===== config.mk =====
export PLATFORM = sky130hd
export DESIGN_NAME = mrs_slave_flat
export DESIGN_NICKNAME = d
export VERILOG_FILES = /design/src/hdl/mrs_pkg.sv /design/src/hdl/mrs_link_if.sv /design/src/hdl/mrs_slave.sv /design/src/flat_wrapper.sv
export VERILOG_INCLUDE_DIRS = /design/src /design/src/hdl
export SDC_FILE = /design/constraint.sdc
export NUM_CORES = 1
export LEC_CHECK = 0
export BUFFER_PORTS_ARGS = -buffer_cell sky130_fd_sc_hd__buf_4
export CORE_ASPECT_RATIO = 0.9
export CORE_UTILIZATION = 45
export DETAILED_ROUTE_END_ITERATION = 7
export PLACE_DENSITY = 0.66
export SLEW_MARGIN = 10
export SYNTH_ARGS = -nofsm -noshare
export SYNTH_HDL_FRONTEND = slang
export SYNTH_SLANG_ARGS = --single-unit

===== constraint.sdc =====
create_clock -name i_core_clk -period 5.06 [get_ports i_core_clk]
set_input_delay 0.506 -clock i_core_clk [delete_from_list [all_inputs] [get_ports i_core_clk]]
set_output_delay 0.506 -clock i_core_clk [all_outputs]
set_load 0.005 [all_outputs]

===== src/hdl/mrs_defines.svh =====
// Command codes, exception codes, frame lengths and link timing of the RTU link.
// Assumes a 250 MHz core clock; included by the package and by both ends.
`ifndef MRS_DEFINES_SVH
`define MRS_DEFINES_SVH

`define MRS_CMD_RD       8'h03
`define MRS_CMD_WR1      8'h06
`define MRS_CMD_WRN      8'h10
`define MRS_CMD_WR1_NV   8'h41
`define MRS_CMD_WRN_NV   8'h43
`define MRS_EXC_FLAG     8'h80
`define MRS_ADDR_BCAST   8'h00

`define MRS_CRC_INIT     16'hFFFF
`define MRS_CRC_POLY     16'hA001
`define MRS_CNT_MIN      16'h0001
`define MRS_CNT_MAX      16'h000A

`define MRS_GRP_STD_MAX  8'h10
`define MRS_GRP_18       8'h12
`define MRS_GRP_19       8'h13
`define MRS_GRP_23       8'h17
`define MRS_GRP_CTRL     8'h64
`define MRS_GRP_STAT     8'h65

`define MRS_EX_NONE      8'h00
`define MRS_EX_CMD       8'h01
`define MRS_EX_ADDR      8'h02
`define MRS_EX_DATA      8'h03
`define MRS_EX_FAIL      8'h04
`define MRS_EX_PROG      8'h05
`define MRS_EX_BUSY      8'h06
`define MRS_EX_UNSUP     8'h16
`define MRS_EX_COUNT     8'h17
`define MRS_EX_FRAME     8'h18
`define MRS_EX_RO        8'h20
`define MRS_EX_RUN       8'h21
`define MRS_EX_PWD       8'h22

`define MRS_FRAME_MAX    32
`define MRS_LEN_MIN      4
`define MRS_LEN_FIX      8
`define MRS_LEN_WRN      9
`define MRS_RSP_MIN      5

`define MRS_CLK_HZ       250000000
`define MRS_BAUD         9600
`define MRS_START_BITS   1
`define MRS_DATA_BITS    8
`define MRS_STOP_BITS    2
`define MRS_CHAR_BITS    (`MRS_START_BITS + `MRS_DATA_BITS + `MRS_STOP_BITS)
`define MRS_GAP_TENTHS   35
`define MRS_GAP_CYCLES   ((64'(`MRS_GAP_TENTHS) * `MRS_CHAR_BITS * `MRS_CLK_HZ + \
	64'(10 * `MRS_BAUD) - 1) / 64'(10 * `MRS_BAUD))

`endif


===== src/hdl/mrs_pkg.sv =====
// State types and the checksum step shared by both ends of the RTU link.
// Assumes the constants header is on the include path.
`include "mrs_defines.svh"
package mrs_pkg;
	typedef enum logic [3:0]
	{
		D_RX     = 4'h1,
		D_CHECK  = 4'h2,
		D_ACCESS = 4'h4,
		D_TX     = 4'h8
	} mrs_dev_state_t;

	typedef enum logic [3:0]
	{
		H_IDLE = 4'h1,
		H_TX   = 4'h2,
		H_WAIT = 4'h4,
		H_OUT  = 4'h8
	} mrs_host_state_t;

	// Reflected CRC-16, one byte per call, low bit first.
	function automatic logic [15:0] mrs_crc_step(input logic [15:0] crc, input logic [7:0] b);
		logic [15:0] c;
		c = crc ^ {8'h00, b};
		for (int i = 0; i < 8; i++)
			c = c[0] ? ((c >> 1) ^ `MRS_CRC_POLY) : (c >> 1);
		return c;
	endfunction
endpackage


===== src/hdl/mrs_link_if.sv =====
// Byte-level link between the host end and the drive end of the RTU bus.
// Assumes character timing is done outside; one valid cycle carries one character.
`timescale 1ns/1ps
interface mrs_link_if;
	logic       h2d_valid;
	logic [7:0] h2d_byte;
	logic       d2h_valid;
	logic [7:0] d2h_byte;

	modport dev
	(
		input  h2d_valid,
		input  h2d_byte,
		output d2h_valid,
		output d2h_byte
	);

	modport host
	(
		input  d2h_valid,
		input  d2h_byte,
		output h2d_valid,
		output h2d_byte
	);
endinterface


===== src/hdl/mrs_slave.sv =====
// Drive end of the RTU link: frames, checks and answers parameter requests.
// Assumes a parameter store that acknowledges each access with one pulse.
`timescale 1ns/1ps
`include "mrs_defines.svh"
module mrs_slave
	import mrs_pkg::*;
#(
	parameter int unsigned GAP_CYCLES = 32'(`MRS_GAP_CYCLES)
)(
	input  logic        i_core_clk,
	input  logic        i_reset,
	mrs_link_if.dev     link,
	input  logic [7:0]  i_slave_addr,
	input  logic        i_persist_select,
	output logic        o_par_req,
	output logic        o_par_we,
	output logic        o_par_nv,
	output logic [15:0] o_par_addr,
	output logic [15:0] o_par_wdata,
	input  logic        i_par_ack,
	input  logic [15:0] i_par_rdata,
	input  logic [7:0]  i_par_status,
	output logic        o_frame_drop
);
	localparam int GW = $clog2(GAP_CYCLES + 1);
	localparam int FM = `MRS_FRAME_MAX;

	mrs_dev_state_t state_q;
	logic [GW-1:0]  idle_q;
	logic [7:0]     rx_buf [0:FM-1];
	logic [7:0]     tx_buf [0:FM-1];
	logic [5:0]     rx_len_q;
	logic [15:0]    rx_crc_q;
	logic           drop_q;
	logic [5:0]     tx_len_q;
	logic [5:0]     tx_idx_q;
	logic [15:0]    tx_crc_q;
	logic [7:0]     cmd_q;
	logic [15:0]    base_q;
	logic [15:0]    cnt_q;
	logic [3:0]     acc_q;
	logic           wait_q;
	logic           d2h_valid_q;
	logic [7:0]     d2h_byte_q;
	logic [7:0]     exc_d;

	function automatic logic grp_ok(input logic [7:0] g);
		return (g <= `MRS_GRP_STD_MAX) || (g == `MRS_GRP_18) || (g == `MRS_GRP_19) ||
			(g == `MRS_GRP_23) || (g == `MRS_GRP_CTRL) || (g == `MRS_GRP_STAT);
	endfunction

	wire        gap_done  = (idle_q == GW'(GAP_CYCLES));
	wire        frame_end = (state_q == D_RX) && (rx_len_q != 6'h00) && gap_done;
	wire [7:0]  r_cmd     = rx_buf[1];
	wire [15:0] r_addr    = {rx_buf[2], rx_buf[3]};
	wire [15:0] r_cnt     = {rx_buf[4], rx_buf[5]};
	wire        is_rd     = (r_cmd == `MRS_CMD_RD);
	wire        is_w1     = (r_cmd == `MRS_CMD_WR1) || (r_cmd == `MRS_CMD_WR1_NV);
	wire        is_wn     = (r_cmd == `MRS_CMD_WRN) || (r_cmd == `MRS_CMD_WRN_NV);
	wire        cnt_ok    = (r_cnt >= `MRS_CNT_MIN) && (r_cnt <= `MRS_CNT_MAX);
	wire [5:0]  need_len  = is_wn ? 6'(`MRS_LEN_WRN + 2 * r_cnt[3:0]) : 6'(`MRS_LEN_FIX);
	wire        frame_ok  = !drop_q && (rx_crc_q == 16'h0000) &&
		(rx_len_q >= 6'(`MRS_LEN_MIN)) && (rx_buf[0] == i_slave_addr) &&
		(rx_buf[0] != `MRS_ADDR_BCAST);
	wire        q_rd      = (cmd_q == `MRS_CMD_RD);
	wire        q_w1      = (cmd_q == `MRS_CMD_WR1) || (cmd_q == `MRS_CMD_WR1_NV);
	wire        q_nv      = (cmd_q == `MRS_CMD_WR1_NV) || (cmd_q == `MRS_CMD_WRN_NV);
	wire        acc_done  = (state_q == D_ACCESS) && wait_q && i_par_ack;

	assign link.d2h_valid = d2h_valid_q;
	assign link.d2h_byte  = d2h_byte_q;

	// Silence counter sees both directions, so the drive's own answer also needs a gap.
	always_ff @(posedge i_core_clk)
		if (i_reset)
			idle_q <= '0;
		else if (link.h2d_valid || d2h_valid_q)
			idle_q <= '0;
		else if (!gap_done)
			idle_q <= idle_q + 1'b1;

	// Characters that arrive while a frame is processed are dropped; the bus is half duplex.
	always_ff @(posedge i_core_clk)
		if (i_reset || state_q != D_RX)
		begin
			rx_len_q <= 6'h00;
			rx_crc_q <= `MRS_CRC_INIT;
			drop_q   <= 1'b0;
		end
		else if (link.h2d_valid)
		begin
			if (rx_len_q == 6'h00 && !gap_done)
				drop_q <= 1'b1;
			if (rx_len_q == 6'(FM))
				drop_q <= 1'b1;
			else
				rx_len_q <= rx_len_q + 6'h01;
			rx_crc_q <= mrs_crc_step(rx_crc_q, link.h2d_byte);
		end

	always_ff @(posedge i_core_clk)
		if (state_q == D_RX && link.h2d_valid && rx_len_q < 6'(FM))
			rx_buf[rx_len_q[4:0]] <= link.h2d_byte;

	// Only RTU binary frames are decoded; an ASCII frame fails the checksum.
	always_comb
	begin
		exc_d = `MRS_EX_NONE;
		if (!(is_rd || is_w1 || is_wn))
			exc_d = `MRS_EX_CMD;
		else if ((is_rd || is_wn) && !cnt_ok)
			exc_d = `MRS_EX_DATA;
		else if (rx_len_q != need_len)
			exc_d = `MRS_EX_FRAME;
		else if (is_wn && rx_buf[6] != {r_cnt[6:0], 1'b0})
			exc_d = `MRS_EX_COUNT;
		else if (!grp_ok(r_addr[15:8]))
			exc_d = `MRS_EX_ADDR;
		else if (!is_rd && r_addr[15:8] == `MRS_GRP_STAT)
			exc_d = `MRS_EX_RO;
	end

	always_ff @(posedge i_core_clk)
		if (i_reset)
		begin
			state_q  <= D_RX;
			tx_len_q <= 6'h00;
			cmd_q    <= 8'h00;
			base_q   <= 16'h0000;
			cnt_q    <= 16'h0000;
		end
		else
			case (state_q)
				D_RX:
					if (frame_end)
						state_q <= D_CHECK;
				D_CHECK:
					if (!frame_ok)
						state_q <= D_RX;
					else if (exc_d != `MRS_EX_NONE)
					begin
						tx_len_q <= 6'h03;
						state_q  <= D_TX;
					end
					else
					begin
						cmd_q   <= r_cmd;
						base_q  <= r_addr;
						cnt_q   <= is_w1 ? `MRS_CNT_MIN : r_cnt;
						state_q <= D_ACCESS;
					end
				D_ACCESS:
					if (acc_done && i_par_status != `MRS_EX_NONE)
					begin
						tx_len_q <= 6'h03;
						state_q  <= D_TX;
					end
					else if (acc_done && acc_q == cnt_q[3:0] - 4'h1)
					begin
						tx_len_q <= q_rd ? 6'(3 + 2 * cnt_q[3:0]) : 6'h06;
						state_q  <= D_TX;
					end
				D_TX:
					if (tx_idx_q == tx_len_q + 6'h01)
						state_q <= D_RX;
				default:
					state_q <= D_RX;
			endcase

	// One store access at a time; the next starts only after the previous acknowledge.
	always_ff @(posedge i_core_clk)
		if (i_reset)
		begin
			o_par_req   <= 1'b0;
			o_par_we    <= 1'b0;
			o_par_nv    <= 1'b0;
			o_par_addr  <= 16'h0000;
			o_par_wdata <= 16'h0000;
			acc_q       <= 4'h0;
			wait_q      <= 1'b0;
		end
		else
		begin
			o_par_req <= 1'b0;
			if (state_q != D_ACCESS)
			begin
				acc_q  <= 4'h0;
				wait_q <= 1'b0;
			end
			else if (!wait_q)
			begin
				o_par_req  <= 1'b1;
				o_par_we   <= !q_rd;
				o_par_nv   <= q_nv ? 1'b1 : i_persist_select;
				o_par_addr <= base_q + {12'h000, acc_q};
				o_par_wdata <= q_w1 ? {rx_buf[4], rx_buf[5]} :
					{rx_buf[5'(7 + 2 * acc_q)], rx_buf[5'(8 + 2 * acc_q)]};
				wait_q     <= 1'b1;
			end
			else if (i_par_ack)
			begin
				wait_q <= 1'b0;
				acc_q  <= acc_q + 4'h1;
			end
		end

	always_ff @(posedge i_core_clk)
		if (state_q == D_CHECK)
		begin
			tx_buf[0] <= i_slave_addr;
			tx_buf[1] <= (exc_d != `MRS_EX_NONE) ? (r_cmd | `MRS_EXC_FLAG) : r_cmd;
			tx_buf[2] <= (exc_d != `MRS_EX_NONE) ? exc_d :
				(is_rd ? {r_cnt[6:0], 1'b0} : rx_buf[2]);
			tx_buf[3] <= rx_buf[3];
			tx_buf[4] <= rx_buf[4];
			tx_buf[5] <= rx_buf[5];
		end
		else if (acc_done)
		begin
			if (i_par_status != `MRS_EX_NONE)
			begin
				tx_buf[1] <= cmd_q | `MRS_EXC_FLAG;
				tx_buf[2] <= i_par_status;
			end
			else if (q_rd)
			begin
				tx_buf[5'(3 + 2 * acc_q)] <= i_par_rdata[15:8];
				tx_buf[5'(4 + 2 * acc_q)] <= i_par_rdata[7:0];
			end
		end

	always_ff @(posedge i_core_clk)
		if (i_reset || state_q != D_TX)
		begin
			tx_idx_q    <= 6'h00;
			tx_crc_q    <= `MRS_CRC_INIT;
			d2h_valid_q <= 1'b0;
			d2h_byte_q  <= 8'h00;
		end
		else
		begin
			d2h_valid_q <= 1'b1;
			tx_idx_q    <= tx_idx_q + 6'h01;
			if (tx_idx_q < tx_len_q)
			begin
				d2h_byte_q <= tx_buf[tx_idx_q[4:0]];
				tx_crc_q   <= mrs_crc_step(tx_crc_q, tx_buf[tx_idx_q[4:0]]);
			end
			else if (tx_idx_q == tx_len_q)
				d2h_byte_q <= tx_crc_q[7:0];
			else
				d2h_byte_q <= tx_crc_q[15:8];
		end

	always_ff @(posedge i_core_clk)
		if (i_reset)
			o_frame_drop <= 1'b0;
		else
			o_frame_drop <= (state_q == D_CHECK) && !frame_ok;
endmodule


===== src/flat_wrapper.sv =====
// flat-port wrapper written by rule: the top's interface ports become plain ports
module mrs_slave_flat import mrs_pkg::*;
#(
	parameter int unsigned GAP_CYCLES = 32'(`MRS_GAP_CYCLES)
)
  (i_core_clk, i_reset, i_slave_addr, i_persist_select, o_par_req, o_par_we, o_par_nv, o_par_addr, o_par_wdata, i_par_ack, i_par_rdata, i_par_status, o_frame_drop, link_h2d_valid, link_h2d_byte, link_d2h_valid, link_d2h_byte);
  mrs_link_if link_i ();
  input  logic i_core_clk;
  input  logic i_reset;
  input  logic [7:0] i_slave_addr;
  input  logic i_persist_select;
  output logic o_par_req;
  output logic o_par_we;
  output logic o_par_nv;
  output logic [15:0] o_par_addr;
  output logic [15:0] o_par_wdata;
  input  logic i_par_ack;
  input  logic [15:0] i_par_rdata;
  input  logic [7:0] i_par_status;
  output logic o_frame_drop;
  input wire logic [$bits(link_i.h2d_valid)-1:0] link_h2d_valid;
  input wire logic [$bits(link_i.h2d_byte)-1:0] link_h2d_byte;
  output wire logic [$bits(link_i.d2h_valid)-1:0] link_d2h_valid;
  output wire logic [$bits(link_i.d2h_byte)-1:0] link_d2h_byte;
  assign link_i.h2d_valid = link_h2d_valid;
  assign link_i.h2d_byte = link_h2d_byte;
  assign link_d2h_valid = link_i.d2h_valid;
  assign link_d2h_byte = link_i.d2h_byte;
  mrs_slave #(.GAP_CYCLES(GAP_CYCLES)) u_core (.i_core_clk(i_core_clk), .i_reset(i_reset), .link(link_i), .i_slave_addr(i_slave_addr), .i_persist_select(i_persist_select), .o_par_req(o_par_req), .o_par_we(o_par_we), .o_par_nv(o_par_nv), .o_par_addr(o_par_addr), .o_par_wdata(o_par_wdata), .i_par_ack(i_par_ack), .i_par_rdata(i_par_rdata), .i_par_status(i_par_status), .o_frame_drop(o_frame_drop));
endmodule

==> impl_results.md <==
- Outcome: finished clean
- Fin. Hold Viols: 0
- CTS tree: built
- Critical Path Fanout Max: 8
- Utilization after layout: 51.4%
- Pwr Density: 347 mW/mm2
- Top cell type's share of synthesized area: 53.6%
- Starting Density: 45.7%
- Top_reg_cell synth: edfxtp_1
- Final period util: 76.8%
- Clock Skew: 31.1 ps
- Final count of pins violating max slew: 0
- Clk buf depth: 3
- Mapped Cells: 2018
- PortBufs: 89
- YS warnings: 0
- Setup Buffers After CTS: 0
- Worst-margin pin slew: 1180 ps
- Core area: 0.0628 mm2
- Logic pwr share: 3.3%
- Hold/Removal Path Class: in -> reg
- Worst-Skew Late Latency: 620 ps
- Share of layout cells above drive strength 1: 16.7%
- Top cells by count, synth: 512 x edfxtp_1, 169 x nand2_1, 161 x nor2_1
- Final net count: 2180
- Setup violations, final: 0
- M3 GR Usage: 7.29%
- First-pass GRT wire length: 112 mm
- WL/cell: 25.8 um
- Max-Cap Viols: 0
- Crit path DAT: 4100 ps
- Grt met2 use: 35.9%
- Cell area after synthesis: 0.0287 mm2
- Clock sinks: 665
- Post-route minimum period: 3890 ps
- Global route hottest layer: met2
- I/O Pins: 90
- Post-CTS Hold Buffers: 0
- Number of global-route vias before repair: 17000
- First drt pass iteration count: 5
- Seq/Total Area, Yosys: 64.3%
- Pin count of the biggest net entering global routing: 77
- Detailed Route Iter0 Violations: 1899
- Post-DRT Antenna Nets: 0
- Gr ovfl total: 0
- CP endpoint kind: register
- Clk pwr share: 43.6%
- EDFF count, synth: 512
- Synth Register Bits: 665
- Maximum vdd drop: 0.271 mV
- DRC Markers: 0
- Distinct cells, synth: 73
- Area growth syn-to-layout: 12.6%
- RSZ-0062 raised after global routing: false
- Mean post-synth cell area: 14.2 um2
- Leak pwr: 0.0105 uW
- Sw Ratio: 21.4%
- Die width: 268 um
- GRT Total Usage: 23.9%
- Startpoint types: register
- Fin Setup TNS: 0 ps
- Most frequent cell after synthesis: edfxtp_1
- Synth Net Count: 2091
- Switch Pwr: 2400 uW
- Synth area leader: edfxtp_1
- Cts bufs inserted: 70
- Via-to-Cell Ratio: 5.89
- Async set-reset flop share out of synthesis: 0%
- Reg power frac: 53.1%
- Routed vias: 17700
- Relative slew slack: 20.8%
- Internal: 8810 uW
- Cts repair resizes: 0
- Synth area leaders: edfxtp_1 54%, dfxtp_1 11%, mux4_2 7.2%
- Routed WL: 77.4 mm
- # rows: 87
- Initial antenna violation count: 1
- Clock transition at path regs: 60 ps
- Detailed placement HPWL: 52.6 mm
- Fmax achieved: 0.257 GHz
- Root buffer cell: clkbuf_16
- H-tree depth: 3
- M1 GR Usage: 33.5%
- WP data required: 5280 ps
- Fillers: 5238
- Placer Congestion: 0.924
- Type of the worst setup path: reg -> reg
- Total die area: 0.0647 mm2
- Die Y: 241 um
[worst max-delay path: stages, from the launching register on]
cell and delay [ps]:
dfxtp_1 320, nor4_1 580, nand4b_1 610, nor4_1 670
nand2_1 320, o21ai_0 990
[layout by cell type (no fill, tap or decap), types with 10 or more instances in the layout]
cell         n
mux2_2      30
clkinv_1    17
nor4_1      15
o21ai_0     43
clkbuf_16   72
a211oi_1    42
nand3_1     39
nand3b_1    10
inv_1       36
mux2i_1    151
o211ai_1    14
a21oi_1     88
nor2_1     160
ha_1        27
nand4_1     20
nor3_1      26
clkinv_2    11
dfxtp_1    150
clkbuf_1    14
edfxtp_1   512
xor2_1      52
or3_1       17
a22oi_1     36
xnor2_1     64
mux4_2      92
nand2_1    169
buf_4      116
[worst paths after layout]
path              depth (start not counted)                     startpoint  slack [ps]                            end
setup / recovery                          5   u_core.cmd_q[3]$_SDFFE_PP0P_        1170  u_core.tx_buf[2][6]$_DFFE_PP_
hold / removal                            4                      i_par_ack         260   u_core.acc_q[1]$_SDFFE_PP0P_
hold reg to reg                           2  u_core.base_q[2]$_SDFFE_PP0P_         460  u_core.base_q[2]$_SDFFE_PP0P_
setup reg to reg                          5   u_core.cmd_q[3]$_SDFFE_PP0P_        1170  u_core.tx_buf[2][6]$_DFFE_PP_
[cell type report]
type | count | area, um2 | share of cell area (%)
clock buffer | 87 | 1870 | 5.78
clock inverter | 36 | 282 | 0.872
timing repair buffer | 117 | 891 | 2.76
sequential | 665 | 18400 | 57.1
tap | 845 | 1060 | 3.27
antenna | 1 | 2.50 | 0.00775
inverter | 36 | 135 | 0.418
multi-input combinational | 1217 | 9610 | 29.8
[registers in the layout, indices dropped and copies added, names as in the netlist, 8 cells and up]
signal	count
u_core.base_q	16
u_core.cmd_q	8
u_core.idle_q	20
u_core.link.d2h_byte	8
u_core.o_par_addr	16
u_core.o_par_wdata	16
u_core.rx_buf	256
u_core.rx_crc_q	16
u_core.tx_buf	256
u_core.tx_crc_q	16
[metal layers]
metal	vias up	wire [um]
met2	859	34700
li1	7855	-
met4	2	1780
met5	-	11
met1	8875	32600
met3	111	8320
[stage by stage]
stage	total power, uW	area (um2)	hold slack (ps)	cells	worst slack, ps
after floorplan	6260	28700	426	2018	1220
after detailed placement	6440	30100	452	2880	1290
after global placement	6430	30100	448	2880	1390
final	11200	32300	257	3004	1170
after CTS	11300	32300	225	3003	1250
after global routing	11500	32300	239	3003	947
[kinds of logic (layout without fill, tap and decap cells)]
| family | Yosys count | in the layout | share of synthesized area, % |
|---|---|---|---|
| buffers and inverters | 136 | 276 | 2.25 |
| AND/OR/NAND/NOR | 527 | 527 | 8.63 |
| flip-flops | 665 | 665 | 64.3 |
| adder cells (fa/ha/maj) | 28 | 28 | 1.25 |
| AO/OA/AOI/OAI | 267 | 267 | 5.96 |
| multiplexers | 273 | 273 | 13.7 |
| other | 0 | 1 | 0 |
| XOR/XNOR | 122 | 122 | 3.95 |
[power groups by stage]
stage | clock [uW] | combinational, uW | sequential, uW
6_report | 4880 | 372 | 5960
5_1_grt | 5150 | 402 | 5960
4_1_cts | 4940 | 372 | 5950
3_5_place_dp | 0 | 370 | 6070
3_3_place_gp | 0 | 362 | 6070
2_1_floorplan | 0 | 203 | 6050
Note: power is estimated with default switching activity, not from simulation.
